**src/shared/adcp_pkg.sv**
```systemverilog
// package for the sampling and power-down control block of the eight-channel converter
// assumes a single 10 MHz clock and an APB slave holding the software view
package adcp_pkg;

   // ------------------------------------------------------------
   // clock and timing
   // ------------------------------------------------------------
   localparam int CLK_PERIOD_NS = 100;
   // longest conversion time, in its own unit
   localparam int CONVERSION_TIME_MAX_NS = 8000;
   localparam int CONV_MAX_CYCLES = CONVERSION_TIME_MAX_NS / CLK_PERIOD_NS;
   // internal oscillator: one tick every OSC_DIV clocks
   localparam logic [2:0] OSC_DIV = 3'h2;
   localparam logic [2:0] TICKS_PER_CH = 3'h4;
   localparam int NUM_CH = 8;
   localparam int CODE_W = 14;
   localparam int WORD_W = 16;

   // ------------------------------------------------------------
   // register map (byte addresses)
   // ------------------------------------------------------------
   localparam logic [7:0] REG_CTRL = 8'h00;
   localparam logic [7:0] REG_STATUS = 8'h04;
   localparam logic [7:0] REG_RESULT0 = 8'h10;
   localparam logic [7:0] REG_RESULT_LAST = 8'h2c;
   localparam int CTRL_START_EN_BIT = 0;
   localparam int CTRL_SOFT_RESET_BIT = 1;
   localparam logic CTRL_START_EN_RST = 1'b1;
   localparam int STAT_BUSY_BIT = 0;
   localparam int STAT_MODE_LSB = 1;
   localparam int STAT_NEED_RESET_BIT = 4;
   localparam int STAT_HELD_A_BIT = 5;
   localparam int STAT_HELD_B_BIT = 6;
   localparam int STAT_FRAME_BIT = 7;
   localparam int STAT_INDEX_LSB = 8;
   localparam int STAT_CLOSED_BIT = 11;

   // ------------------------------------------------------------
   // types
   // ------------------------------------------------------------
   typedef enum logic [2:0]
   {
      MODE_ACTIVE = 3'b001,
      MODE_STANDBY = 3'b010,
      MODE_SHUTDOWN = 3'b100
   } adcp_mode_t;

   typedef struct packed
   {
      logic power_down_n;
      logic range_sel;
      logic sample_start_group_a;
      logic sample_start_group_b;
      logic cs_n;
      logic rd_n;
      logic conv_reset;
   } adcp_pins_t;

   // idle pin levels used as synchroniser reset value
   localparam adcp_pins_t PINS_IDLE = 7'h66;

   typedef logic [NUM_CH-1:0][WORD_W-1:0] adcp_words_t;

endpackage : adcp_pkg

```
**src/core/adcp_conv_engine.sv**
```systemverilog
// conversion sequencer: walks all eight channels on the oscillator tick
// assumes start and abort are one-cycle pulses on mclk, adc_code settles within one tick
`timescale 1ns/10ps
module adcp_conv_engine
(
   input wire logic mclk,
   input wire logic resetn,
   input wire logic osc_tick,
   input wire logic start,
   input wire logic abort,
   input wire logic [13:0] adc_code,
   output logic [2:0] adc_ch_sel,
   output logic done,
   output adcp_pkg::adcp_words_t conv_data
);

   typedef enum logic [1:0]
   {
      ENG_IDLE = 2'b01,
      ENG_CONV = 2'b10
   } adcp_eng_state_t;

   typedef struct packed
   {
      adcp_eng_state_t state;
      logic [2:0] ch;
      logic [2:0] tick_cnt;
      logic done;
      adcp_pkg::adcp_words_t data;
   } adcp_eng_t;

   adcp_eng_t st_reg;
   adcp_eng_t st_next;

   // ------------------------------------------------------------
   // sequencing
   // ------------------------------------------------------------
   always_comb
   begin
      st_next = st_reg;
      st_next.done = 1'b0;
      unique case (st_reg.state)
         ENG_IDLE:
         begin
            if (start && !abort)
            begin
               st_next.state = ENG_CONV;
               st_next.ch = 3'h0;
               st_next.tick_cnt = 3'h0;
            end
         end
         ENG_CONV:
         begin
            if (abort)
            begin
               st_next.state = ENG_IDLE;
            end
            else if (osc_tick)
            begin
               if (st_reg.tick_cnt == adcp_pkg::TICKS_PER_CH - 3'h1)
               begin
                  // every channel is converted, used or not
                  st_next.data[st_reg.ch] = {adc_code, 2'h0};
                  st_next.tick_cnt = 3'h0;
                  if (st_reg.ch == 3'h7)
                  begin
                     st_next.done = 1'b1;
                     st_next.state = ENG_IDLE;
                  end
                  else
                  begin
                     st_next.ch = st_reg.ch + 3'h1;
                  end
               end
               else
               begin
                  st_next.tick_cnt = st_reg.tick_cnt + 3'h1;
               end
            end
         end
      endcase
   end

   always_ff @(posedge mclk or negedge resetn)
   begin
      if (!resetn)
      begin
         st_reg <= '{state: ENG_IDLE, ch: 3'h0, tick_cnt: 3'h0, done: 1'b0, data: '0};
      end
      else
      begin
         st_reg <= st_next;
      end
   end

   assign adc_ch_sel = st_reg.ch;
   assign done = st_reg.done;
   assign conv_data = st_reg.data;

   a_word_pad: assert property (@(posedge mclk) disable iff (!resetn)
      done |-> (conv_data[7][1:0] == 2'h0 && conv_data[0][1:0] == 2'h0))
      else $error("result word lacks two trailing zeros");

endmodule : adcp_conv_engine

```
**src/core/adcp_ctrl.sv**
```systemverilog
// power-down, sample-start, busy and parallel readout control of an eight-channel converter
// assumes pins arrive asynchronously, APB master on mclk, analog code supplied on adc_code
//
// Operation
// - power_down_n low with range high puts the device in standby
// - power_down_n low with range low puts the device in shutdown
// - power-down entry acts on pin levels at once, with no clock
// - standby powers down only the channel front ends
// - shutdown powers down everything, reference and regulator too
// - common start rise holds all channels and starts conversion
// - busy rises at conversion start, stays high within the maximum time
// - results update and busy falls at the same edge, marking them valid
// - first strobe fall after busy gives channel 1, then channels in order
// - every channel is always converted and sent
// - first-channel flag high on first fall, low from next fall on
// - raising both strobes ends frame; bus and flag float until next conversion
// - separate group starts each hold their group; convert after both
// - reads during busy give previous sample, after busy the current
// - result word is 14-bit code followed by two zero bits
`timescale 1ns/10ps
module adcp_ctrl
(
   input wire logic mclk,
   input wire logic resetn,
   input wire adcp_pkg::adcp_pins_t pins,
   input wire logic [13:0] adc_code,
   output logic [2:0] adc_ch_sel,
   output logic busy,
   output logic [15:0] parallel_result_bus,
   output logic parallel_result_bus_oe,
   output logic first_channel_flag,
   output logic first_channel_flag_oe,
   output logic frontend_pd,
   output logic refreg_pd,
   input wire logic psel,
   input wire logic penable,
   input wire logic pwrite,
   input wire logic [7:0] paddr,
   input wire logic [31:0] pwdata,
   output logic [31:0] prdata,
   output logic pready,
   output logic pslverr
);

   typedef struct packed
   {
      adcp_pkg::adcp_pins_t s1;
      adcp_pkg::adcp_pins_t s2;
      adcp_pkg::adcp_pins_t prev;
      adcp_pkg::adcp_mode_t mode;
      logic need_reset;
      logic held_a;
      logic held_b;
      logic busy;
      logic start_pulse;
      logic abort_pulse;
      logic start_en;
      logic frame_active;
      logic frame_closed;
      logic [2:0] rd_index;
      logic bus_oe;
      logic flag;
      logic [15:0] bus_data;
      adcp_pkg::adcp_words_t results;
      logic [2:0] osc_cnt;
      logic osc_tick;
      logic [31:0] prdata;
      logic [7:0] busy_len;
   } adcp_ctrl_t;

   adcp_ctrl_t st_reg;
   adcp_ctrl_t st_next;
   logic eng_done;
   adcp_pkg::adcp_words_t eng_data;

   // ------------------------------------------------------------
   // register decode
   // ------------------------------------------------------------
   function automatic logic reg_hit(input logic [7:0] addr);
      reg_hit = (addr == adcp_pkg::REG_CTRL) || (addr == adcp_pkg::REG_STATUS) ||
         (addr >= adcp_pkg::REG_RESULT0 && addr <= adcp_pkg::REG_RESULT_LAST && addr[1:0] == 2'h0);
   endfunction : reg_hit

   function automatic logic [31:0] reg_read(input logic [7:0] addr, input adcp_ctrl_t s);
      logic [7:0] off;
      off = addr - adcp_pkg::REG_RESULT0;
      reg_read = 32'h0;
      if (!reg_hit(addr))
         reg_read = 32'h0;
      else if (addr == adcp_pkg::REG_CTRL)
         reg_read[adcp_pkg::CTRL_START_EN_BIT] = s.start_en;
      else if (addr == adcp_pkg::REG_STATUS)
      begin
         reg_read[adcp_pkg::STAT_BUSY_BIT] = s.busy;
         reg_read[adcp_pkg::STAT_MODE_LSB +: 3] = s.mode;
         reg_read[adcp_pkg::STAT_NEED_RESET_BIT] = s.need_reset;
         reg_read[adcp_pkg::STAT_HELD_A_BIT] = s.held_a;
         reg_read[adcp_pkg::STAT_HELD_B_BIT] = s.held_b;
         reg_read[adcp_pkg::STAT_FRAME_BIT] = s.frame_active;
         reg_read[adcp_pkg::STAT_INDEX_LSB +: 3] = s.rd_index;
         reg_read[adcp_pkg::STAT_CLOSED_BIT] = s.frame_closed;
      end
      else
         reg_read[15:0] = s.results[off[4:2]];
   endfunction : reg_read

   // ------------------------------------------------------------
   // next state
   // ------------------------------------------------------------
   always_comb
   begin
      logic pd;
      logic a_rise;
      logic b_rise;
      logic rd_fall;
      logic frame_end;
      logic soft_reset;
      logic reset_evt;
      logic accept;
      pd = 1'b0;
      a_rise = 1'b0;
      b_rise = 1'b0;
      rd_fall = 1'b0;
      frame_end = 1'b0;
      soft_reset = 1'b0;
      reset_evt = 1'b0;
      accept = 1'b0;
      st_next = st_reg;
      // only s2 and prev feed logic; s1 is the metastability stage
      st_next.s1 = pins;
      st_next.s2 = st_reg.s1;
      st_next.prev = st_reg.s2;
      st_next.start_pulse = 1'b0;
      st_next.abort_pulse = 1'b0;

      pd = !st_reg.s2.power_down_n;
      a_rise = st_reg.s2.sample_start_group_a && !st_reg.prev.sample_start_group_a;
      b_rise = st_reg.s2.sample_start_group_b && !st_reg.prev.sample_start_group_b;
      rd_fall = !st_reg.s2.rd_n && st_reg.prev.rd_n && !st_reg.s2.cs_n;
      frame_end = st_reg.s2.cs_n && st_reg.s2.rd_n && !(st_reg.prev.cs_n && st_reg.prev.rd_n);
      soft_reset = psel && penable && pwrite && paddr == adcp_pkg::REG_CTRL &&
         pwdata[adcp_pkg::CTRL_SOFT_RESET_BIT];
      reset_evt = (st_reg.s2.conv_reset && !st_reg.prev.conv_reset) || soft_reset;

      // internal oscillator divider
      st_next.osc_tick = (st_reg.osc_cnt == adcp_pkg::OSC_DIV - 3'h1);
      st_next.osc_cnt = st_next.osc_tick ? 3'h0 : st_reg.osc_cnt + 3'h1;

      // power mode follows the synchronised pins
      if (pd)
         st_next.mode = st_reg.s2.range_sel ? adcp_pkg::MODE_STANDBY : adcp_pkg::MODE_SHUTDOWN;
      else
         st_next.mode = adcp_pkg::MODE_ACTIVE;

      // ---- reset pin / soft reset: clears pending work ----
      if (reset_evt)
      begin
         st_next.need_reset = 1'b0;
         st_next.held_a = 1'b0;
         st_next.held_b = 1'b0;
         st_next.frame_active = 1'b0;
         st_next.rd_index = 3'h0;
      end
      // shutdown entry beats a simultaneous reset
      if (pd && !st_reg.s2.range_sel)
         st_next.need_reset = 1'b1;

      // abort a running conversion on power-down or reset; results keep the last sample
      if ((pd || reset_evt) && st_reg.busy)
      begin
         st_next.busy = 1'b0;
         st_next.abort_pulse = 1'b1;
      end
      if (pd)
      begin
         st_next.held_a = 1'b0;
         st_next.held_b = 1'b0;
      end

      // ---- sample start ----
      accept = !pd && !reset_evt && st_reg.mode == adcp_pkg::MODE_ACTIVE && !st_reg.busy &&
         !st_reg.need_reset && st_reg.start_en;
      if (accept && a_rise)
         st_next.held_a = 1'b1;
      if (accept && b_rise)
         st_next.held_b = 1'b1;
      if (accept && (st_reg.held_a || a_rise) && (st_reg.held_b || b_rise))
      begin
         // joined starts rise together and fire here at once
         st_next.held_a = 1'b0;
         st_next.held_b = 1'b0;
         st_next.start_pulse = 1'b1;
         st_next.busy = 1'b1;
         st_next.frame_closed = 1'b0;
         st_next.frame_active = 1'b0;
      end

      // results and busy fall at the same edge, so the fall marks valid words
      if (eng_done && st_reg.busy)
      begin
         st_next.results = eng_data;
         st_next.busy = 1'b0;
      end

      // ---- parallel readout ----
      if (rd_fall && !st_reg.frame_closed)
      begin
         if (!st_reg.frame_active)
         begin
            st_next.bus_data = st_reg.results[0];
            st_next.flag = 1'b1;
            st_next.rd_index = 3'h1;
            st_next.frame_active = 1'b1;
         end
         else
         begin
            st_next.bus_data = st_reg.results[st_reg.rd_index];
            st_next.flag = 1'b0;
            st_next.rd_index = st_reg.rd_index + 3'h1;
         end
      end
      if (frame_end && st_reg.frame_active)
      begin
         st_next.frame_active = 1'b0;
         st_next.frame_closed = 1'b1;
         st_next.rd_index = 3'h0;
         st_next.flag = 1'b0;
      end
      st_next.bus_oe = !st_reg.s2.cs_n && !st_next.frame_closed;

      // ---- APB ----
      if (psel && !penable && !pwrite)
         st_next.prdata = reg_read(paddr, st_reg);
      if (psel && penable && pwrite && paddr == adcp_pkg::REG_CTRL)
         st_next.start_en = pwdata[adcp_pkg::CTRL_START_EN_BIT];

      // assertion helper: length of the current busy pulse
      st_next.busy_len = st_reg.busy ? st_reg.busy_len + 8'h1 : 8'h0;
   end

   always_ff @(posedge mclk or negedge resetn)
   begin
      if (!resetn)
      begin
         st_reg <= '{s1: adcp_pkg::PINS_IDLE, s2: adcp_pkg::PINS_IDLE, prev: adcp_pkg::PINS_IDLE,
            mode: adcp_pkg::MODE_ACTIVE, start_en: adcp_pkg::CTRL_START_EN_RST, default: '0};
      end
      else
      begin
         st_reg <= st_next;
      end
   end

   adcp_conv_engine u_engine
   (
      .mclk(mclk),
      .resetn(resetn),
      .osc_tick(st_reg.osc_tick),
      .start(st_reg.start_pulse),
      .abort(st_reg.abort_pulse),
      .adc_code(adc_code),
      .adc_ch_sel(adc_ch_sel),
      .done(eng_done),
      .conv_data(eng_data)
   );

   // ------------------------------------------------------------
   // outputs
   // ------------------------------------------------------------
   // power gating straight from the pins so entry needs no clock
   assign frontend_pd = !pins.power_down_n;
   assign refreg_pd = !pins.power_down_n && !pins.range_sel;
   assign busy = st_reg.busy;
   assign parallel_result_bus = st_reg.bus_data;
   assign parallel_result_bus_oe = st_reg.bus_oe;
   assign first_channel_flag = st_reg.flag;
   assign first_channel_flag_oe = st_reg.bus_oe;
   assign prdata = st_reg.prdata;
   assign pready = 1'b1;
   assign pslverr = psel && penable && !reg_hit(paddr);

   // ------------------------------------------------------------
   // checks
   // ------------------------------------------------------------
   a_standby_entry: assert property (@(posedge mclk) disable iff (!resetn)
      (!st_reg.s2.power_down_n && st_reg.s2.range_sel) |=> st_reg.mode == adcp_pkg::MODE_STANDBY)
      else $error("standby not entered");
   a_shutdown_entry: assert property (@(posedge mclk) disable iff (!resetn)
      (!st_reg.s2.power_down_n && !st_reg.s2.range_sel) |=> st_reg.mode == adcp_pkg::MODE_SHUTDOWN
      && st_reg.need_reset)
      else $error("shutdown not entered");
   a_standby_power: assert property (@(posedge mclk) disable iff (!resetn)
      (!pins.power_down_n && pins.range_sel) |-> (frontend_pd && !refreg_pd))
      else $error("standby gating wrong");
   a_start_busy: assert property (@(posedge mclk) disable iff (!resetn)
      st_reg.start_pulse |-> busy ##1 (u_engine.st_reg.state != 2'b01))
      else $error("start did not begin conversion");
   a_busy_bound: assert property (@(posedge mclk) disable iff (!resetn)
      st_reg.busy_len <= 8'(adcp_pkg::CONV_MAX_CYCLES))
      else $error("busy longer than the maximum conversion time");
   a_results_fall: assert property (@(posedge mclk) disable iff (!resetn)
      $fell(busy) && !$past(st_reg.abort_pulse) && $past(eng_done) |-> st_reg.results == $past(eng_data))
      else $error("results not updated at busy fall");
   a_results_hold: assert property (@(posedge mclk) disable iff (!resetn)
      (busy && $past(busy)) |-> $stable(st_reg.results))
      else $error("results changed during conversion");
   a_first_word: assert property (@(posedge mclk) disable iff (!resetn)
      (!st_reg.s2.rd_n && st_reg.prev.rd_n && !st_reg.s2.cs_n && !st_reg.frame_active && !st_reg.frame_closed)
      |=> (parallel_result_bus == $past(st_reg.results[0]) && first_channel_flag))
      else $error("first strobe did not give channel 1");
   a_flag_drop: assert property (@(posedge mclk) disable iff (!resetn)
      (!st_reg.s2.rd_n && st_reg.prev.rd_n && !st_reg.s2.cs_n && st_reg.frame_active)
      |=> !first_channel_flag)
      else $error("first-channel flag not cleared");
   a_frame_float: assert property (@(posedge mclk) disable iff (!resetn)
      st_reg.frame_closed |=> (!parallel_result_bus_oe || st_reg.start_pulse))
      else $error("bus driven after frame end");
   a_half_hold: assert property (@(posedge mclk) disable iff (!resetn)
      (st_reg.held_a && !st_reg.held_b && st_reg.s2.sample_start_group_b == st_reg.prev.sample_start_group_b)
      |=> !st_reg.start_pulse)
      else $error("conversion began with one group held");
   a_busy_ignore: assert property (@(posedge mclk) disable iff (!resetn)
      (busy || st_reg.mode != adcp_pkg::MODE_ACTIVE) |=> !$rose(st_reg.held_a))
      else $error("start taken while busy or powered down");

endmodule : adcp_ctrl

```
**config.mk**
```make
export PLATFORM = sky130hd
export DESIGN_NAME = adcp_ctrl
export DESIGN_NICKNAME = d
export VERILOG_FILES = /design/src/shared/adcp_pkg.sv /design/src/core/adcp_conv_engine.sv /design/src/core/adcp_ctrl.sv
export SDC_FILE = /design/constraint.sdc
export NUM_CORES = 1
export LEC_CHECK = 0
export BUFFER_PORTS_ARGS = -buffer_cell sky130_fd_sc_hd__buf_4
export CAP_MARGIN = 20
export CORE_MARGIN = 4
export CORE_UTILIZATION = 28
export CTS_BUF_LIST = sky130_fd_sc_hd__clkbuf_4 sky130_fd_sc_hd__clkbuf_8 sky130_fd_sc_hd__clkbuf_16
export DETAILED_ROUTE_END_ITERATION = 8
export PLACE_DENSITY = 0.41
export SYNTH_ARGS = -nofsm -noshare
export SYNTH_HDL_FRONTEND = slang
export SYNTH_SLANG_ARGS = --single-unit
```
**constraint.sdc**
```tcl
create_clock -name mclk -period 2.9 [get_ports mclk]
set_clock_uncertainty 0.2 [all_clocks]
set_input_delay 0.145 -clock mclk [delete_from_list [all_inputs] [get_ports mclk]]
set_output_delay 0.145 -clock mclk [all_outputs]
set_load 0.05 [all_outputs]
```
==> results.py, run 1 <==
metrics = {
    "sta": {
        "setup_viol": 0,
        "period_needed_ps": 2630,
        "rsz0062_at_grt": "no",
        "finalMaxSlewViolations": 0,
        "final_hold_viol_count": 0,
        "tightest_slew_ps": 693,
        "max_freq_mhz": 380,
        "finalCritPeriodShare_pct": 90.7,
        "setup-tns-final_ps": 0,
        "slew_headroom_pct": 53.8,
    },
    "clock_network": {
        "cts_tree": "built",
        "post_cts_resized": 0,
        "cts-root-buf": "clkbuf_16",
        "h-tree-depth": 2,
        "clk_path_buf_depth": 3,
        "cts_made_buffers": 42,
        "clkTransAtPathRegs_ps": 60,
        "clk_latency_ps": 550,
        "clock_sinks": 337,
    },
    "finish": {
        "layout.cells.most_common": "dfrtp_1",
        "diodes": 0,
        "final_core_util_pct": 33.8,
        "final_nets": 1181,
        "drive_gt1_share_pct": 46.5,
        "synthToLayoutAreaGrowth_pct": 19.5,
        "layout_common_cells": "dfrtp_1 (322), mux2_2 (233), buf_4 (96), mux4_2 (63), clkbuf_16 (45)",
    },
    "routing": {
        "num_vias": 8699,
        "drt_first_pass_iters": 4,
        "via_per_inst": 4.73,
        "drt-initial-drc-count": 382,
        "wl_um": 40300,
        "drc": 0,
        "postRouteAntennaNets": 0,
        "wire_per_inst_um": 21.9,
    },
    "yosys": {
        "yosys_warnings": 0,
        "synth_area_leaders": "dfrtp_1 (53%), mux2_2 (17%), mux4_2 (9.3%)",
        "syn_area_per_cell_sq_um": 14.9,
        "synthCells": 1022,
        "syn_area_sq_um": 15200,
        "ys_ff_latch": 337,
        "synth.distinct_cells": 62,
        "synth_top_area_cell": "dfrtp_1",
        "synth_top_flop_cell": "dfrtp_1",
        "synth_top_area_share_pct": 53.2,
        "synth_seq_area_share_pct": 55.5,
        "async_reset_ff_share_pct": 100,
        "synth_edf_count": 0,
    },
    "die": {
        "io_pins": 125,
        "fp.dieH_um": 241,
        "initial_utilization_pct": 28.3,
        "die_w_um": 241,
        "core_area_sq_um": 53800,
        "placementRows": 85,
        "dieArea_sq_um": 58200,
    },
    "power_and_ir_drop": {
        "p_leak_uw": 0.00837,
        "power_density_nw_per_um2": 713,
        "ir_drop_mv": 0.326,
    },
    "global_routing": {
        "grt_pass1_wl_um": 61300,
        "grt_pass1_vias": 9192,
        "grtUsageTotal_pct": 14.2,
        "grt_max_degree": 94,
        "antenna_found_initial": 1,
        "grt.overflow.total": 0,
    },
    "worst_setup_path": {
        "startpoint_type": "input pin",
        "endpoint_kind": "flip-flop",
        "critPathTopFamily": "buffers and inverters",
        "r2r_start": "u_engine.st_reg[136]$_DFFE_PN0P_",
        "cp.required_ps": 3140,
        "crit_slowest_cell": "dlygate4sd3_1",
        "worst-path-max-fanout": 5,
        "reg2reg_depth": 4,
        "worstPathCellList": "dlygate4sd3_1 > buf_4 > nor4_4 > dlygate4sd3_1 > nand4_1 > dlygate4sd3_1 > a31o_2",
        "cp_num_buf_inv": 4,
        "slowest_delay_ps": 730,
        "reg2reg_slack_ps": 480,
        "crit_arrival_ps": 2870,
        "cp_common_cell": "dlygate4sd3_1",
        "crit_type": "in2reg",
    },
    "placement": {
        "numPortBuffers": 77,
        "dp_hpwl_um": 23800,
        "gp_congestion": 0.695,
    },
    "flow_run": {
        "cap_violations": 0,
    },
    "outcome": {
        "outcome": "finished clean",
    },
    "hold_path": {
        "min_path_type": "in2async",
    },
}
-- Yosys cell counts, drive strengths merged, types with 3 or more instances --
cell	instances
a211oi	16
a21o	17
a21oi	4
and2	11
and3	3
buf	83
clkbuf	28
dfrtp	324
dfstp	13
ha	4
inv	8
mux2	245
mux2i	31
mux4	63
nand2	34
nand2b	4
nand3	14
nor2	32
nor2b	16
nor3	9
nor3b	5
o211ai	6
o21a	3
o21ai	11
o22ai	3
o41ai	5
-- kinds of logic (layout without fill, tap and decap cells) --
kind of cell / count (synthesis) / in the layout / share of synthesized area, %
adder cells (fa/ha/maj): 4 / 4 / 0.329
other: 2 / 17 / 0.0493
AND/OR/NAND/NOR: 142 / 142 / 5.63
buffers and inverters: 119 / 225 / 5.02
XOR/XNOR: 4 / 4 / 0.230
AO/OA/AOI/OAI: 75 / 75 / 3.53
flip-flops: 337 / 337 / 55.5
multiplexers: 339 / 339 / 29.8
-- repair_timing --
action	in CTS	in global routing
setup buffers	0	0
endpoints found under the hold margin	457	0
hold buffers	34	0
setup endpoints to repair	0	0
-- area by class of cell --
cell class / count / area [sq um]
repair buffers: 141 / 1290
well taps: 696 / 871
clock inverters: 9 / 120
clock buffers: 67 / 1350
inverters: 8 / 30.0
flip-flops and latches: 337 / 8450
fillers: 5215 / 35600
multi-input cells: 581 / 6080
-- routing by layer --
layer	global-route usage, %	share of wire (%)	up-vias
met4	4.35	2.2	2
met2	22.4	46	156
li1	-	-	3865
met1	20.4	48	4618
met5	0	0.017	-
met3	2.17	4.2	58
-- how the worst max path moves through the flow --
stage	startpoint	endpoint	depth (start not counted)
floorplan	st_reg[196]$_DFF_PN0_	flip-flop	5
global placement	u_engine.st_reg[136]$_DFFE_PN0P_	flip-flop	4
detailed placement	u_engine.st_reg[136]$_DFFE_PN0P_	flip-flop	4
CTS	paddr[0]	st_reg[201]$_DFFE_PN0P_	7
global route	paddr[0]	st_reg[201]$_DFFE_PN0P_	7
finish	paddr[0]	st_reg[201]$_DFFE_PN0P_	7
-- stage by stage --
step           hold WS, ps  instances  cell area [sq um]  total power, uW  worst slack [ps]
2_1_floorplan         -351       1037              15300             7130               863
3_3_place_gp         -91.3       1729              16400             7540               481
3_5_place_dp         -87.0       1729              16400             7590               432
4_1_cts               3.16       1839              18200            13200               281
5_1_grt               35.3       1839              18200            13600               163
6_report              36.5       1839              18200            13000               271
-- report_power, final --
part	internal, uW	leakage, uW	total, uW	switching (uW)
Sequential	5320	0.00438	5670	356
Clock	3460	0.000748	5470	2010
Combinational	810	0.00324	1830	1020
Total	9590	0.00837	13000	3390
-- tightest hold or removal path: cells and delay by family --
kind	cells	cell delay [ps]
buf+inv	3	1010
Power figures use the tool's default switching activity.
==> inputs of run 2 (changes only) <==
--- a/config.mk
+++ b/config.mk
@@ -14,4 +14,5 @@
 export PLACE_DENSITY = 0.41
 export SYNTH_ARGS = -nofsm -noshare
 export SYNTH_HDL_FRONTEND = slang
+export SYNTH_HIERARCHICAL = 1
 export SYNTH_SLANG_ARGS = --single-unit
==> results.py, run 2 <==
metrics = {
    "worst_setup_path": {
        "crit_arrival_ps": 3080,
        "crit_slowest_cell": "dlygate4sd3_1",
        "crit_type": "in2reg",
        "worst-path-max-fanout": 4,
        "startpoint_type": "input pin",
        "cp.required_ps": 3190,
        "slowest_delay_ps": 640,
        "endpoint_kind": "flip-flop",
        "cp_common_cell": "dlygate4sd3_1",
        "worstPathCellList": "dlygate4sd3_1 > buf_4 > nor3b_2 > dlygate4sd3_1 > o21ai_0 > dlygate4sd3_1 > o21ai_0 > dlygate4sd3_1",
    },
    "routing": {
        "postRouteAntennaNets": 0,
        "via_per_inst": 4.63,
        "drc": 0,
        "drt-initial-drc-count": 449,
        "wire_per_inst_um": 21.1,
        "drt_first_pass_iters": 4,
        "wl_um": 41500,
        "num_vias": 9113,
    },
    "yosys": {
        "synth_area_leaders": "dfrtp_1 (49%), mux2_2 (16%), buf_4 (8.4%)",
        "synth_seq_area_share_pct": 51.3,
        "syn_area_per_cell_sq_um": 13.6,
        "synth_edf_count": 0,
        "synthCells": 1212,
        "yosys-top-cells-count": "dfrtp_1 (324), mux2_2 (233), buf_4 (185), mux2i_1 (54), mux4_2 (37)",
        "yosysMostFrequentCell": "dfrtp_1",
        "synth_top_area_cell": "dfrtp_1",
        "synth.distinct_cells": 73,
        "synth_top_flop_cell": "dfrtp_1",
        "yosys_warnings": 6,
        "syn_area_sq_um": 16500,
        "ys_ff_latch": 337,
        "synth_top_area_share_pct": 49.2,
        "async_reset_ff_share_pct": 100,
    },
    "clock_network": {
        "cts_made_buffers": 41,
        "clock_sinks": 337,
        "clkTransAtPathRegs_ps": 60,
        "cts_tree": "built",
        "h-tree-depth": 2,
        "clk_latency_ps": 550,
        "clk_path_buf_depth": 3,
        "cts-root-buf": "clkbuf_16",
    },
    "sta": {
        "finalMaxSlewViolations": 0,
        "tightest_slew_ps": 846,
        "rsz0062_at_grt": "no",
        "period_needed_ps": 2780,
        "max_freq_mhz": 359,
        "fin_worst_hold_slack_ps": 29.1,
        "slew_headroom_pct": 43.6,
        "setup_viol": 0,
        "setup-tns-final_ps": 0,
        "finalCritPeriodShare_pct": 96.0,
        "final_hold_viol_count": 0,
    },
    "power_and_ir_drop": {
        "power_density_nw_per_um2": 719,
        "p_leak_uw": 0.00840,
        "ir_drop_mv": 0.373,
    },
    "finish": {
        "final_nets": 1243,
        "drive_gt1_share_pct": 42.6,
        "synthToLayoutAreaGrowth_pct": 11.9,
        "layout_common_cells": "dfrtp_1 (323), mux2_2 (233), buf_4 (102), mux2i_1 (54), clkbuf_16 (41)",
        "multi_input_area_sq_um": 6250,
        "ff_latch_area_sq_um": 8450,
        "final_area_sq_um": 18400,
        "layout.cells.most_common": "dfrtp_1",
        "fill_cells": 5711,
    },
    "placement": {
        "dp_hpwl_um": 25700,
        "numPortBuffers": 77,
        "gp_congestion": 0.714,
        "place_area_sq_um": 16700,
    },
    "die": {
        "initial_utilization_pct": 28.4,
        "io_pins": 125,
        "fp.dieH_um": 251,
        "die_w_um": 251,
        "dieArea_sq_um": 62800,
        "core_area_sq_um": 58000,
        "placementRows": 88,
    },
    "global_routing": {
        "grtUsageTotal_pct": 13.2,
        "antenna_found_initial": 3,
        "grt_max_degree": 97,
        "grt.overflow.total": 0,
        "grt_pass1_vias": 9510,
        "grt_pass1_wl_um": 63200,
    },
    "hold_path": {
        "min_path_type": "in2reg",
    },
    "flow_run": {
        "cap_violations": 0,
    },
    "outcome": {
        "outcome": "finished clean",
    },
}
## run 2: worst max-delay path: cells and delay by family
| family | cells | cell delay [ps] |
|---|---|---|
| buf+inv | 5 | 2460 |
| compound gates | 2 | 210 |
| simple gates | 1 | 260 |
## run 2: cells by family after synthesis
| group | Yosys count | share of synthesized area (%) |
|---|---|---|
| fa+ha+maj | 4 | 0.304 |
| mux | 340 | 26.3 |
| flops | 337 | 51.3 |
| buf+inv | 254 | 11.3 |
| compound gates | 114 | 4.63 |
| xor+xnor | 2 | 0.106 |
| other cells | 2 | 0.0456 |
| simple gates | 159 | 6.13 |
## run 2: power by group
part | internal [uW] | switching [uW]
sequential | 5390 | 422
combinational | 945 | 1340
clock | 3160 | 2000
total | 9490 | 3770
## run 2: layout make-up
| class | instances | share of cell area, % |
|---|---|---|
| Multi-Input combinational cell | 636 | 33.9 |
| Tap cell | 765 | 5.19 |
| Inverter | 6 | 0.122 |
| Clock buffer | 62 | 6.83 |
| Timing Repair Buffer | 151 | 7.55 |
| Antenna cell | 1 | 0.0136 |
| Clock inverter | 10 | 0.563 |
| Sequential cell | 337 | 45.8 |
## run 2: metrics by stage
stage / power, uW / util (%) / cells / setup slack, ps
3_3_place_gp: 8140 / 28.8 / 1858 / 520
6_report: 13300 / 31.8 / 1968 / 116
2_1_floorplan: 8270 / - / 1227 / 809
4_1_cts: 13500 / 31.7 / 1964 / 75.1
5_1_grt: 13900 / 31.8 / 1967 / 42.4
3_5_place_dp: 8190 / 28.8 / 1858 / 501
## run 2: worst paths after layout
kind,start,end,slack (ps),cells past startpoint
setup reg to reg,st_reg[196]$_DFF_PN0_,flip-flop,510,4
hold reg to reg,st_next[217]$_DFF_PN1_,st_next[210]$_DFF_PN1_,150,0
min in group asynchronous,resetn,asynchronous set/reset pin,50,2
setup / recovery,pwrite,prdata[6]$_DFFE_PN0P_,120,8
max in group asynchronous,resetn,st_reg[112]$_DFFE_PN0P_,1630,3
hold / removal,paddr[3],prdata[13]$_DFFE_PN0P_,30,4
## run 2: what timing repair did
item / in CTS / in global routing
resized for setup: 0 / 1
hold endpoints to repair: 238 / 5
setup endpoints to repair: 0 / 2
setup buffers: 0 / 2
hold buffers: 34 / 2
## run 2: per-layer routing
metal	global-route usage, %	up-vias	share of wire [%]
met5	0	-	0.017
met4	3.52	2	2.4
met3	3.05	67	4.9
met2	20.3	174	45
met1	18.7	4786	48
li1	-	4084	-
==> inputs of run 3 (changes only) <==
--- a/config.mk
+++ b/config.mk
@@ -6,11 +6,11 @@
 export NUM_CORES = 1
 export LEC_CHECK = 0
 export BUFFER_PORTS_ARGS = -buffer_cell sky130_fd_sc_hd__buf_4
-export CAP_MARGIN = 20
 export CORE_MARGIN = 4
 export CORE_UTILIZATION = 28
 export CTS_BUF_LIST = sky130_fd_sc_hd__clkbuf_4 sky130_fd_sc_hd__clkbuf_8 sky130_fd_sc_hd__clkbuf_16
 export DETAILED_ROUTE_END_ITERATION = 8
+export HOLD_SLACK_MARGIN = 0.03
 export PLACE_DENSITY = 0.41
 export SYNTH_ARGS = -nofsm -noshare
 export SYNTH_HDL_FRONTEND = slang
==> results.py, run 3 (same netlist as run 2, synthesis figures left out) <==
metrics = {
    "routing": {
        "num_vias": 9118,
        "wl_um": 41500,
        "drt-initial-drc-count": 395,
        "drt_first_pass_iters": 4,
        "postRouteAntennaNets": 0,
        "drc": 0,
        "via_per_inst": 4.62,
        "wire_per_inst_um": 21.0,
    },
    "clock_network": {
        "clk_path_buf_depth": 3,
        "cts_tree": "built",
        "h-tree-depth": 2,
        "clock_sinks": 337,
        "cts_made_buffers": 41,
        "clkTransAtPathRegs_ps": 60,
        "cts-root-buf": "clkbuf_16",
        "clk_latency_ps": 550,
    },
    "global_routing": {
        "grt_max_degree": 97,
        "antenna_found_initial": 3,
        "grt_pass1_vias": 9552,
        "grt.overflow.total": 0,
        "grt_pass1_wl_um": 63400,
        "grtUsageTotal_pct": 13.2,
    },
    "power_and_ir_drop": {
        "swShare_pct": 28.4,
        "seq_power_share_pct": 43.8,
        "p_sw_uw": 3760,
        "ir_drop_mv": 0.375,
        "power_density_nw_per_um2": 717,
        "clock_power_share_pct": 38.9,
        "p_leak_uw": 0.00843,
        "p_int_uw": 9500,
        "comb_power_share_pct": 17.3,
    },
    "finish": {
        "multi_input_area_sq_um": 6250,
        "layout.cells.most_common": "dfrtp_1",
        "fin_cells": 1975,
        "layout_common_cells": "dfrtp_1 (323), mux2_2 (233), buf_4 (102), mux2i_1 (54), dlygate4sd3_1 (42)",
        "drive_gt1_share_pct": 42.3,
        "synthToLayoutAreaGrowth_pct": 12.3,
        "final_nets": 1250,
        "final_area_sq_um": 18500,
        "fill_cells": 5708,
        "ff_latch_area_sq_um": 8450,
    },
    "worst_setup_path": {
        "endpoint_kind": "flip-flop",
        "cp_common_cell": "dlygate4sd3_1",
        "cp.required_ps": 3190,
        "worstPathCellList": "dlygate4sd3_1 > buf_4 > nor3b_2 > dlygate4sd3_1 > o21ai_0 > dlygate4sd3_1 > o21ai_0 > dlygate4sd3_1",
        "r2r_start": "st_reg[196]$_DFF_PN0_",
        "startpoint_type": "input pin",
        "crit_slowest_cell": "dlygate4sd3_1",
        "critPathTopFamily": "buffers and inverters",
        "worst-path-max-fanout": 4,
        "reg2reg_slack_ps": 510,
        "cp_num_buf_inv": 5,
        "crit_type": "in2reg",
        "crit_arrival_ps": 3090,
        "slowest_delay_ps": 640,
        "reg2reg_depth": 4,
    },
    "sta": {
        "slew_headroom_pct": 43.6,
        "final_hold_viol_count": 0,
        "finalCritPeriodShare_pct": 96.4,
        "setup_viol": 0,
        "rsz0062_at_grt": "no",
        "period_needed_ps": 2800,
        "max_freq_mhz": 358,
        "tightest_slew_ps": 845,
        "setup-tns-final_ps": 0,
        "setup_slack_ps": 104,
        "finalMaxSlewViolations": 0,
    },
    "die": {
        "core_area_sq_um": 58000,
        "die_w_um": 251,
        "fp.dieH_um": 251,
        "io_pins": 125,
        "dieArea_sq_um": 62800,
        "initial_utilization_pct": 28.4,
        "placementRows": 88,
    },
    "placement": {
        "place_area_sq_um": 16700,
        "dp_hpwl_um": 25700,
        "place_ws_ps": 501,
        "numPortBuffers": 77,
        "dp.cells": 1858,
        "gp_congestion": 0.714,
    },
    "flow_run": {
        "cap_violations": 0,
    },
    "outcome": {
        "outcome": "finished clean",
    },
    "hold_path": {
        "min_path_type": "in2async",
    },
}
## run 3: changes by cell type in the layout (fill, tap and decap cells not counted), sizes merged
cell,before,now
dlygate4sd3,35,42
## run 3: final cells by class
class,instances,share of cell area [%]
Sequential cell,337,45.7
Antenna cell,1,0.0135
Tap cell,765,5.17
Clock inverter,10,0.561
Inverter,6,0.122
Timing Repair Buffer,158,7.90
Clock buffer,62,6.80
Multi-Input combinational cell,636,33.8
## run 3: repair_timing
item / 4_1_cts / 5_1_grt
buffers inserted: 0 / 2
hold buffers: 41 / 2
gates resized for setup: 0 / 1
endpoints found under the setup margin: 0 / 2
endpoints found under the hold margin: 357 / 5
## run 3: how the worst max path moves through the flow
stage	start	to	slack, ps	cells past startpoint
2_1_floorplan	u_engine/st_reg[129]$_DFFE_PN0P_	flip-flop	810	5
3_3_place_gp	st_reg[196]$_DFF_PN0_	flip-flop	520	4
3_5_place_dp	st_reg[196]$_DFF_PN0_	flip-flop	500	4
4_1_cts	pwrite	prdata[6]$_DFFE_PN0P_	80	8
5_1_grt	pwrite	prdata[6]$_DFFE_PN0P_	40	8
6_report	pwrite	prdata[6]$_DFFE_PN0P_	100	8
## run 3: metal layers
metal	track usage (%)	share of wire, %	vias up
li1	-	-	4099
met1	18.7	48	4762
met2	20.3	45	190
met3	2.99	4.9	65
met4	3.52	2.4	2
met5	0	0.017	-
## run 3: per-stage QoR
step                hold slack (ps)  power (uW)  util (%)
floorplan                      -351        8270         -
global placement               56.8        8140      28.8
detailed placement             54.5        8190      28.8
CTS                            30.8       13500      31.8
global route                   46.6       13900      31.9
finish                         50.4       13300      31.9
## run 3: power groups by stage
stage	registers (uW)	logic, uW	clock network [uW]
6_report	5810	2300	5160
5_1_grt	5910	2490	5530
4_1_cts	5820	2340	5370
3_5_place_dp	5900	2290	0
3_3_place_gp	5870	2270	0
2_1_floorplan	5770	2500	0
